## config.mk

```make
export PLATFORM = sky130hd
export DESIGN_NAME = pfd_core
export DESIGN_NICKNAME = d
export VERILOG_FILES = /design/src/common/pfd_pkg.sv /design/src/rtl/pfd_core.sv
export VERILOG_INCLUDE_DIRS = /design/src /design/src/common
export SDC_FILE = /design/constraint.sdc
export NUM_CORES = 1
export LEC_CHECK = 0
export BUFFER_PORTS_ARGS = -buffer_cell sky130_fd_sc_hd__buf_2
export CAP_MARGIN = 0
export CORE_MARGIN = 2
export CORE_UTILIZATION = 35
export CTS_CLUSTER_SIZE = 8
export DETAILED_ROUTE_END_ITERATION = 7
export MAX_ROUTING_LAYER = met4
export PLACE_DENSITY_LB_ADDON = 0.08
export SYNTH_ARGS = -nofsm -noshare
export SYNTH_HDL_FRONTEND = slang
export SYNTH_SLANG_ARGS = --single-unit
```

## constraint.sdc

```tcl
create_clock -name i_core_clk -period 10.04 [get_ports i_core_clk]
set_clock_uncertainty 0.2 [all_clocks]
set_input_delay 1.004 -clock i_core_clk [delete_from_list [all_inputs] [get_ports i_core_clk]]
set_output_delay 1.004 -clock i_core_clk [all_outputs]
set_load 0.1 [all_outputs]
```

## src/common/pfd_defs.svh

```systemverilog
// Constants of the power-failure deceleration control block
`ifndef PFD_DEFS_SVH
`define PFD_DEFS_SVH
// Register word indexes
`define PFD_REG_MODE     4'h0
`define PFD_REG_DROP     4'h1
`define PFD_REG_THRESH   4'h2
`define PFD_REG_TIME1    4'h3
`define PFD_REG_TIME2    4'h4
`define PFD_REG_SWITCH   4'h5
`define PFD_REG_COAST    4'h6
`define PFD_REG_CONFIG   4'h7
`define PFD_REG_REFFREQ  4'h8
`define PFD_REG_STATUS   4'h9
`define PFD_REG_OUTFREQ  4'hA
// Config bit positions
`define PFD_CFG_PHASE    0
`define PFD_CFG_INCR     1
// Mode codes
`define PFD_MODE_COAST   8'h00
`define PFD_MODE_STOP    8'h01
`define PFD_MODE_CONT    8'h02
`define PFD_MODE_ASTOP   8'h15
`define PFD_MODE_ACONT   8'h16
// Disabled-setting sentinel (9999)
`define PFD_OFF          16'h270F
// Reset values, frequencies in 0.1 Hz, times in increments
`define PFD_RST_DROP     16'h001E
`define PFD_RST_THRESH   16'h01F4
`define PFD_RST_TIME1    16'h0032
`define PFD_RST_SWITCH   16'h01F4
`define PFD_RST_REFFREQ  16'h0258
// Limits
`define PFD_MAX_DROP     16'h00C8
`define PFD_MAX_THRESH   16'h04B0
`define PFD_MAX_SWITCH   16'h0FA0
`define PFD_MAX_TIME_0   16'h8CA0
`define PFD_MAX_TIME_1   16'h8CA0
// Control ticks per time increment: 0.1 s and 0.01 s at 1 ms
`define PFD_TICKS_INC0   8'h64
`define PFD_TICKS_INC1   8'h0A
// Fixed slope time used by the automatic modes, 0.1 s units
`define PFD_AUTO_TIME    16'h0014
// Control tick period and core clock period
`define PFD_TICK_NS      1000000
`define PFD_CLK_NS       10
`endif

```

## src/common/pfd_pkg.sv

```systemverilog
// Types of the power-failure deceleration control block
package pfd_pkg;
  typedef enum logic [5:0] {
    PFD_IDLE    = 6'b000001,
    PFD_RUN     = 6'b000010,
    PFD_DECEL   = 6'b000100,
    PFD_FSTOP   = 6'b001000,
    PFD_COAST   = 6'b010000,
    PFD_RESTART = 6'b100000
  } pfd_state_t;
endpackage

```

## src/rtl/pfd_core.sv

```systemverilog
// Power-failure deceleration control with Avalon-MM register slave
//
// What this block does
// - Nonzero mode ramps to stop; mode 0 coasts
// - Modes 21, 22 choose ramp time automatically
// - Onset drops output by drop setting
// - Drop only at or above threshold
// - Slope one from time one, reference
// - Time two below switchover; 9999 keeps one
// - Slope switches at the switchover frequency
// - Increment select scales both decel times
// - Mode 1 ramps to stop despite restoration
// - Restart selected overrides mode 1 stop
// - Start held at power-up is refused
// - Mode 2 re-accelerates when supply returns
// - Mode 2 standstill restoration runs restart
// - Negative result is zero with DC brake
// - Status output during and after failure ramp
// - Automatic modes ignore the ramp settings
`timescale 1ns/100ps
`include "pfd_defs.svh"
module pfd_core
  import pfd_pkg::*;
#(
  parameter int P_TICK_CYCLES = `PFD_TICK_NS / `PFD_CLK_NS
) (
  // Clock and reset
  input  wire logic        i_core_clk,
  input  wire logic        i_arst_n,
  // Avalon-MM slave
  input  wire logic [3:0]  i_avs_address,
  input  wire logic        i_avs_read,
  input  wire logic        i_avs_write,
  input  wire logic [31:0] i_avs_writedata,
  output logic      [31:0] o_avs_readdata,
  output logic             o_avs_waitrequest,
  // Supply monitor
  input  wire logic        i_undervoltage,
  input  wire logic        i_power_fail,
  input  wire logic        i_phase_loss,
  input  wire logic        i_supply_restored,
  // Operator and speed command
  input  wire logic        i_forward_start_cmd,
  input  wire logic        i_reverse_start_cmd,
  input  wire logic [15:0] i_set_freq,
  // Drive outputs
  output logic      [15:0] o_out_freq,
  output logic             o_output_enable,
  output logic             o_dc_brake,
  output logic             o_restart_req,
  output logic             o_auto_decel,
  output logic             o_failure_decel_status_out
);

  ////////////////////////////////////////////////////////////////////////////
  // Registers and state
  logic [7:0]  mode_ff;
  logic [15:0] drop_ff;
  logic [15:0] thresh_ff;
  logic [15:0] time1_ff;
  logic [15:0] time2_ff;
  logic [15:0] switch_ff;
  logic [15:0] coast_ff;
  logic [1:0]  cfg_ff;
  logic [15:0] ref_ff;
  logic        wait_ff;
  logic [31:0] rdata_ff;
  pfd_state_t  state_ff;
  pfd_state_t  nxt_state;
  logic [15:0] freq_ff;
  logic [31:0] acc_ff;
  logic [31:0] tick_cnt_ff;
  logic        tick_ff;
  logic        armed_ff;
  logic        brake_ff;

  logic        wr_en;
  logic [15:0] wdata;
  logic [15:0] time_max;
  logic        fail_ev;
  logic        start_cmd;
  logic        start_ok;
  logic        auto_mode;
  logic        restart_sel;
  logic        cont_mode;
  logic        drop_apply;
  logic [15:0] time_sel;
  logic [7:0]  ticks_per_inc;
  logic [31:0] den;

  assign wr_en       = i_avs_write && !wait_ff;
  assign wdata       = i_avs_writedata[15:0];
  assign time_max    = cfg_ff[`PFD_CFG_INCR] ? `PFD_MAX_TIME_1 : `PFD_MAX_TIME_0;
  assign start_cmd   = i_forward_start_cmd || i_reverse_start_cmd;
  assign start_ok    = armed_ff && start_cmd;
  assign auto_mode   = (mode_ff == `PFD_MODE_ASTOP) || (mode_ff == `PFD_MODE_ACONT);
  assign cont_mode   = (mode_ff == `PFD_MODE_CONT) || (mode_ff == `PFD_MODE_ACONT);
  assign restart_sel = (coast_ff != `PFD_OFF);
  // Phase loss counts only when its protection is selected
  assign fail_ev     = i_undervoltage || i_power_fail
                       || (i_phase_loss && cfg_ff[`PFD_CFG_PHASE]);
  assign drop_apply  = !auto_mode && ((thresh_ff == `PFD_OFF) || (freq_ff >= thresh_ff));

  ////////////////////////////////////////////////////////////////////////////
  // Avalon slave: one wait cycle, then a single accept edge
  always_ff @(posedge i_core_clk or negedge i_arst_n) begin
    if (!i_arst_n) begin
      wait_ff <= 1'b1;
    end else if ((i_avs_read || i_avs_write) && wait_ff) begin
      wait_ff <= 1'b0;
    end else begin
      wait_ff <= 1'b1;
    end
  end

  always_ff @(posedge i_core_clk or negedge i_arst_n) begin
    if (!i_arst_n) begin
      rdata_ff <= 32'h0000_0000;
    end else if (i_avs_read && wait_ff) begin
      unique case (i_avs_address)
        `PFD_REG_MODE:    rdata_ff <= {24'h00_0000, mode_ff};
        `PFD_REG_DROP:    rdata_ff <= {16'h0000, drop_ff};
        `PFD_REG_THRESH:  rdata_ff <= {16'h0000, thresh_ff};
        `PFD_REG_TIME1:   rdata_ff <= {16'h0000, time1_ff};
        `PFD_REG_TIME2:   rdata_ff <= {16'h0000, time2_ff};
        `PFD_REG_SWITCH:  rdata_ff <= {16'h0000, switch_ff};
        `PFD_REG_COAST:   rdata_ff <= {16'h0000, coast_ff};
        `PFD_REG_CONFIG:  rdata_ff <= {30'h0000_0000, cfg_ff};
        `PFD_REG_REFFREQ: rdata_ff <= {16'h0000, ref_ff};
        `PFD_REG_STATUS:  rdata_ff <= {21'h00_0000, armed_ff, brake_ff,
                                       o_failure_decel_status_out, 2'b00, state_ff};
        `PFD_REG_OUTFREQ: rdata_ff <= {16'h0000, freq_ff};
        default:          rdata_ff <= 32'h0000_0000;
      endcase
    end
  end

  // Writes outside a setting's range, and unlisted modes, are ignored
  always_ff @(posedge i_core_clk or negedge i_arst_n) begin
    if (!i_arst_n) begin
      mode_ff   <= `PFD_MODE_COAST;
      drop_ff   <= `PFD_RST_DROP;
      thresh_ff <= `PFD_RST_THRESH;
      time1_ff  <= `PFD_RST_TIME1;
      time2_ff  <= `PFD_OFF;
      switch_ff <= `PFD_RST_SWITCH;
      coast_ff  <= `PFD_OFF;
      cfg_ff    <= 2'b00;
      ref_ff    <= `PFD_RST_REFFREQ;
    end else if (wr_en) begin
      unique case (i_avs_address)
        `PFD_REG_MODE: begin
          if (wdata[15:8] == 8'h00 && (wdata[7:0] == `PFD_MODE_COAST || wdata[7:0] == `PFD_MODE_STOP
              || wdata[7:0] == `PFD_MODE_CONT || wdata[7:0] == `PFD_MODE_ASTOP
              || wdata[7:0] == `PFD_MODE_ACONT)) begin
            mode_ff <= wdata[7:0];
          end
        end
        `PFD_REG_DROP: begin
          if (wdata <= `PFD_MAX_DROP) drop_ff <= wdata;
        end
        `PFD_REG_THRESH: begin
          if (wdata <= `PFD_MAX_THRESH || wdata == `PFD_OFF) thresh_ff <= wdata;
        end
        `PFD_REG_TIME1: begin
          if (wdata <= time_max) time1_ff <= wdata;
        end
        `PFD_REG_TIME2: begin
          if (wdata <= time_max || wdata == `PFD_OFF) time2_ff <= wdata;
        end
        `PFD_REG_SWITCH: begin
          if (wdata <= `PFD_MAX_SWITCH) switch_ff <= wdata;
        end
        `PFD_REG_COAST:   coast_ff  <= wdata;
        `PFD_REG_CONFIG:  cfg_ff    <= i_avs_writedata[1:0];
        `PFD_REG_REFFREQ: ref_ff    <= wdata;
        default: begin
        end
      endcase
    end
  end

  ////////////////////////////////////////////////////////////////////////////
  // Control tick divider
  always_ff @(posedge i_core_clk or negedge i_arst_n) begin
    if (!i_arst_n) begin
      tick_cnt_ff <= 32'h0000_0000;
      tick_ff     <= 1'b0;
    end else if (tick_cnt_ff == 32'(P_TICK_CYCLES - 1)) begin
      tick_cnt_ff <= 32'h0000_0000;
      tick_ff     <= 1'b1;
    end else begin
      tick_cnt_ff <= tick_cnt_ff + 32'h0000_0001;
      tick_ff     <= 1'b0;
    end
  end

  ////////////////////////////////////////////////////////////////////////////
  // Slope selection
  always_comb begin
    ticks_per_inc = cfg_ff[`PFD_CFG_INCR] ? `PFD_TICKS_INC1 : `PFD_TICKS_INC0;
    if (auto_mode) begin
      time_sel      = `PFD_AUTO_TIME;
      ticks_per_inc = `PFD_TICKS_INC0;
    end else if (freq_ff < switch_ff && time2_ff != `PFD_OFF) begin
      time_sel = time2_ff;
    end else begin
      time_sel = time1_ff;
    end
    den = {16'h0000, time_sel} * {24'h00_0000, ticks_per_inc};
  end

  ////////////////////////////////////////////////////////////////////////////
  // Start interlock: a start must be seen low before it counts
  always_ff @(posedge i_core_clk or negedge i_arst_n) begin
    if (!i_arst_n) begin
      armed_ff <= 1'b0;
    end else if (!start_cmd) begin
      armed_ff <= 1'b1;
    end else if (state_ff == PFD_IDLE || state_ff == PFD_FSTOP) begin
      armed_ff <= 1'b0;
    end
  end

  ////////////////////////////////////////////////////////////////////////////
  // Sequence
  always_comb begin
    nxt_state = state_ff;
    unique case (state_ff)
      PFD_IDLE: begin
        if (start_ok && !fail_ev) nxt_state = PFD_RUN;
      end
      PFD_RUN: begin
        if (fail_ev) begin
          if (mode_ff == `PFD_MODE_COAST) begin
            nxt_state = PFD_COAST;
          end else if (restart_sel && !cont_mode) begin
            nxt_state = PFD_RESTART;
          end else if (drop_apply && freq_ff <= drop_ff) begin
            nxt_state = PFD_FSTOP;
          end else begin
            nxt_state = PFD_DECEL;
          end
        end else if (!start_cmd) begin
          nxt_state = PFD_IDLE;
        end
      end
      PFD_DECEL: begin
        if (cont_mode && i_supply_restored && !fail_ev) begin
          nxt_state = PFD_RUN;
        end else if (freq_ff == 16'h0000) begin
          nxt_state = PFD_FSTOP;
        end
      end
      PFD_FSTOP: begin
        if (cont_mode && restart_sel && i_supply_restored && !fail_ev) begin
          nxt_state = PFD_RESTART;
        end else if (start_ok && !fail_ev) begin
          nxt_state = PFD_RUN;
        end
      end
      PFD_COAST: begin
        if (!start_cmd) nxt_state = PFD_IDLE;
      end
      PFD_RESTART: begin
        if (i_supply_restored && !fail_ev) nxt_state = PFD_RUN;
      end
      default: nxt_state = PFD_IDLE;
    endcase
  end

  always_ff @(posedge i_core_clk or negedge i_arst_n) begin
    if (!i_arst_n) begin
      state_ff <= PFD_IDLE;
    end else begin
      state_ff <= nxt_state;
    end
  end

  ////////////////////////////////////////////////////////////////////////////
  // Ramp generator: tick adds the reference, each non-tick clock spends at most one slope step
  // Stepping per clock avoids a divider but caps steep slopes at one step per non-tick clock
  always_ff @(posedge i_core_clk or negedge i_arst_n) begin
    if (!i_arst_n) begin
      freq_ff <= 16'h0000;
      acc_ff  <= 32'h0000_0000;
    end else if (state_ff == PFD_RUN && nxt_state == PFD_DECEL) begin
      acc_ff <= 32'h0000_0000;
      if (drop_apply) freq_ff <= freq_ff - drop_ff;
    end else if (nxt_state == PFD_FSTOP) begin
      // Zero together with the brake so braking never meets a running output
      freq_ff <= 16'h0000;
      acc_ff  <= 32'h0000_0000;
    end else if (state_ff == PFD_DECEL || state_ff == PFD_RUN) begin
      if (state_ff == PFD_DECEL && den == 32'h0000_0000) begin
        freq_ff <= 16'h0000;
      end else if (tick_ff) begin
        acc_ff <= acc_ff + {16'h0000, ref_ff};
      end else if (acc_ff >= den && den != 32'h0000_0000) begin
        acc_ff <= acc_ff - den;
        if (state_ff == PFD_DECEL && freq_ff != 16'h0000) begin
          freq_ff <= freq_ff - 16'h0001;
        end else if (state_ff == PFD_RUN && freq_ff < i_set_freq) begin
          freq_ff <= freq_ff + 16'h0001;
        end else if (state_ff == PFD_RUN && freq_ff > i_set_freq) begin
          freq_ff <= freq_ff - 16'h0001;
        end else begin
          acc_ff <= 32'h0000_0000;
        end
      end
    end else begin
      freq_ff <= 16'h0000;
      acc_ff  <= 32'h0000_0000;
    end
  end

  ////////////////////////////////////////////////////////////////////////////
  // DC brake holds while stopped after a failure ramp
  always_ff @(posedge i_core_clk or negedge i_arst_n) begin
    if (!i_arst_n) begin
      brake_ff <= 1'b0;
    end else begin
      brake_ff <= (nxt_state == PFD_FSTOP);
    end
  end

  always_ff @(posedge i_core_clk or negedge i_arst_n) begin
    if (!i_arst_n) begin
      o_output_enable            <= 1'b0;
      o_restart_req              <= 1'b0;
      o_auto_decel               <= 1'b0;
      o_failure_decel_status_out <= 1'b0;
    end else begin
      o_output_enable            <= (state_ff == PFD_RUN) || (state_ff == PFD_DECEL);
      o_restart_req              <= (state_ff == PFD_RESTART);
      o_auto_decel               <= auto_mode && (state_ff == PFD_DECEL);
      o_failure_decel_status_out <= (state_ff == PFD_DECEL) || (state_ff == PFD_FSTOP);
    end
  end

  assign o_out_freq        = freq_ff;
  assign o_dc_brake        = brake_ff;
  assign o_avs_readdata    = rdata_ff;
  assign o_avs_waitrequest = wait_ff;

endmodule

```

==> impl_results.md <==
- Status: finished clean
- R2r setup slk: 0.78 ns
- GR Overflow Total: 0
- Final Power: 4.259 mW
- Final hold slack: 0.2727 ns
- Post-synth cell types: 93
- DRC: 0
- WS Path Type: reg2reg
- Synth area leader: dfrtp_1
- Later-pin clock latency in the skew report: 0.56 ns
- Reg-to-reg startpoint: switch_ff[5]
- Die height: 234.0 microns
- Drt via density: 5.465
- Clock-pin slew on the worst setup and hold paths: 0.05 ns
- Drt wl/cell: 20.85 microns
- Final instance area: 21090 sq um
- Pre-CTS setup slack: 0.6398 ns
- Startpoint Class: flop
- Fill cells: 5321
- Final net count: 2444
- CTS Root Buffer Type: clkbuf_16
- Sequential fraction of the synthesis area: 0.3164
- Clock buffer count from CTS: 36
- Non-Filler Instances: 2889
- Max Buffers Root-to-Sink: 3
- Vias in the first global route: 15.63k
- First-pass GRT wire length: 94470 microns
- Buf/Inv on CP: 4
- Synthesis-to-layout area growth: 13.92%
- Buffers on Ports: 83
- Hold path start: o_avs_readdata[8]
- Slowest CP cell: dfstp_2
- Post-synth EDFFs: 0
- GPL Wtd Cong: 0.8785
- Top FF cell, synth: dfrtp_1
- CP dominant cell by count: ha_1
- Number of antenna-violating nets in the routed design: 0
- Layer with the highest usage: met1
- Routed WL: 60250 microns
- Total GRT Usage: 0.2319
- Antenna violations before repair: 0
- Largest net degree at the start of global routing: 113
- CTS Sinks: 232
- Met3 usage: 0.03696
- Worst-path fanout max: 10
- Max-Cap Viols: 0
- Worst hold path class: reg2reg
- Rel. slew slack: 0.2238
- Async set-reset flop share out of synthesis: 1.000
- Setup tns final: 0 ns
- H-tree depth: 2
- Critical Path RT: 10.27 ns
- Via count: 15.79k
- Synth Area per Inst: 8.935 sq um
- Placed Cells: 2818
- Num ports: 116
- Period utilisation layout: 0.9223
- Post-DP Area: 19930 sq um
- Die Width: 234.0 microns
- Crit. End Element: flop
- Setup repair after global routing missed its margin: false
- Yosys reg bits: 232
- Cells after synthesis: 2072
- Lkg Pwr: 10.18 nW
- GR Util met2: 0.3355
- Share of the synthesized area in the top cell type: 0.2582
- Ranking of synthesized cells by area: dfrtp_1 26%, ha_1 11%, dfstp_2 5.8%
- TritonCTS clock tree: built
- Pins Over Slew Limit: 0
- Peak supply drop: 0.0001568 V
- Fmax: 0.1080 GHz
- Hold Vio Cnt, Final: 0
- Total iterations of the first detailed-routing run: 5
- Post-Syn Area: 18510 sq um
- Initial Util: 0.3530
- Total power divided by cell area: 201.9 nW/um^2
- Tmin final: 9.260 ns
- Die area: 54750 sq um
- Crit path largest cell delay: 0.52 ns
- Crit. Startpoint: switch_ff[5]
- Initial DRC Count: 1154
- Largest registers: acc_ff: 32 flops, tick_cnt_ff: 32 flops
- Worst path arrival time: 9.49 ns
- Top cells by count, synth: 191 x dfrtp_1, 182 x inv_1, 168 x ha_1
- Top-count cell post-synth: dfrtp_1
- Yosys Warn Count: 0
- DP Wirelength: 45850 microns
- Delay-heaviest family, CP: compound AO/OA/AOI/OAI gates
- Core area: 52450 sq um
- Final worst slack: 0.7801 ns
- Final setup viols: 0
- # rows: 84
- Grt met1 use: 0.3371
- Least-Margin Pin Slew: 1.155 ns
- Final Util: 0.4021
- Fraction of final layout cells with drive strength greater than 1: 0.1586
final cells by class:
class | instances | area, sq um | share of cell area
antenna | 1 | 2.502 | 0.0001187
clock buffer | 61 | 1026 | 0.04865
clock inverter | 5 | 86.33 | 0.004094
inverter | 183 | 686.9 | 0.03257
multi-input combinational | 1572 | 11630 | 0.5513
sequential | 232 | 5857 | 0.2777
tap | 688 | 860.8 | 0.04082
timing repair buffer | 147 | 943.4 | 0.04473
kinds of logic (layout without fill, tap and decap cells):
logic type | count (synthesis) | count (layout) | share of synthesized area
compound gates | 525 | 525 | 0.1900
mux | 90 | 90 | 0.05366
other cells | 1 | 17 | 0.0002026
buf+inv | 283 | 396 | 0.06238
flops | 232 | 232 | 0.3164
xor+xnor | 94 | 94 | 0.04549
simple gates | 635 | 635 | 0.1719
fa+ha+maj | 212 | 212 | 0.1600
tightest hold or removal path: stages (launching register included):
cell     delay [ns]
dfrtp_1        0.34
nand2_1        0.05
nand2_1        0.05
repair_timing:
action / CTS / global route
buffers inserted: 0 / 4
resized for setup: 0 / 1
hold buffers: 0 / 0
endpoints found under the setup margin: 0 / 1
power by group:
| part | switching, mW | internal (mW) |
|---|---|---|
| Clock | 0.475 | 0.724 |
| Combinational | 1.22 | 0.688 |
| Sequential | 0.107 | 1.04 |
| Total | 1.81 | 2.45 |
layer usage:
layer,vias to the layer above,share of wire,routed length [microns]
met3,56,0.046,2776
met4,0,0.021,1245
met5,-,0,0
met2,336,0.42,25490
li1,7658,-,-
met1,7737,0.51,30730
cells in the final DEF (no fill, tap or decap), drive strengths merged, types with 61 or more instances in the layout:
cell,netlist,final
dfrtp,191,191
inv,183,183
ha,168,168
nor2,157,157
nand2,151,151
buf,31,147
o21ai,141,141
a21oi,111,111
mux2,74,74
xnor2,63,63
clkbuf,69,61
worst paths after layout:
kind	to	cells past startpoint
setup / recovery	acc_ff[31]	34
hold / removal	o_avs_readdata[8]	2
setup reg to reg	acc_ff[31]	34
hold reg to reg	o_avs_readdata[8]	2
max in group asynchronous	acc_ff[19]	2
min in group asynchronous	o_out_freq[12]	1
Note: power is estimated with default switching activity, not from simulation.
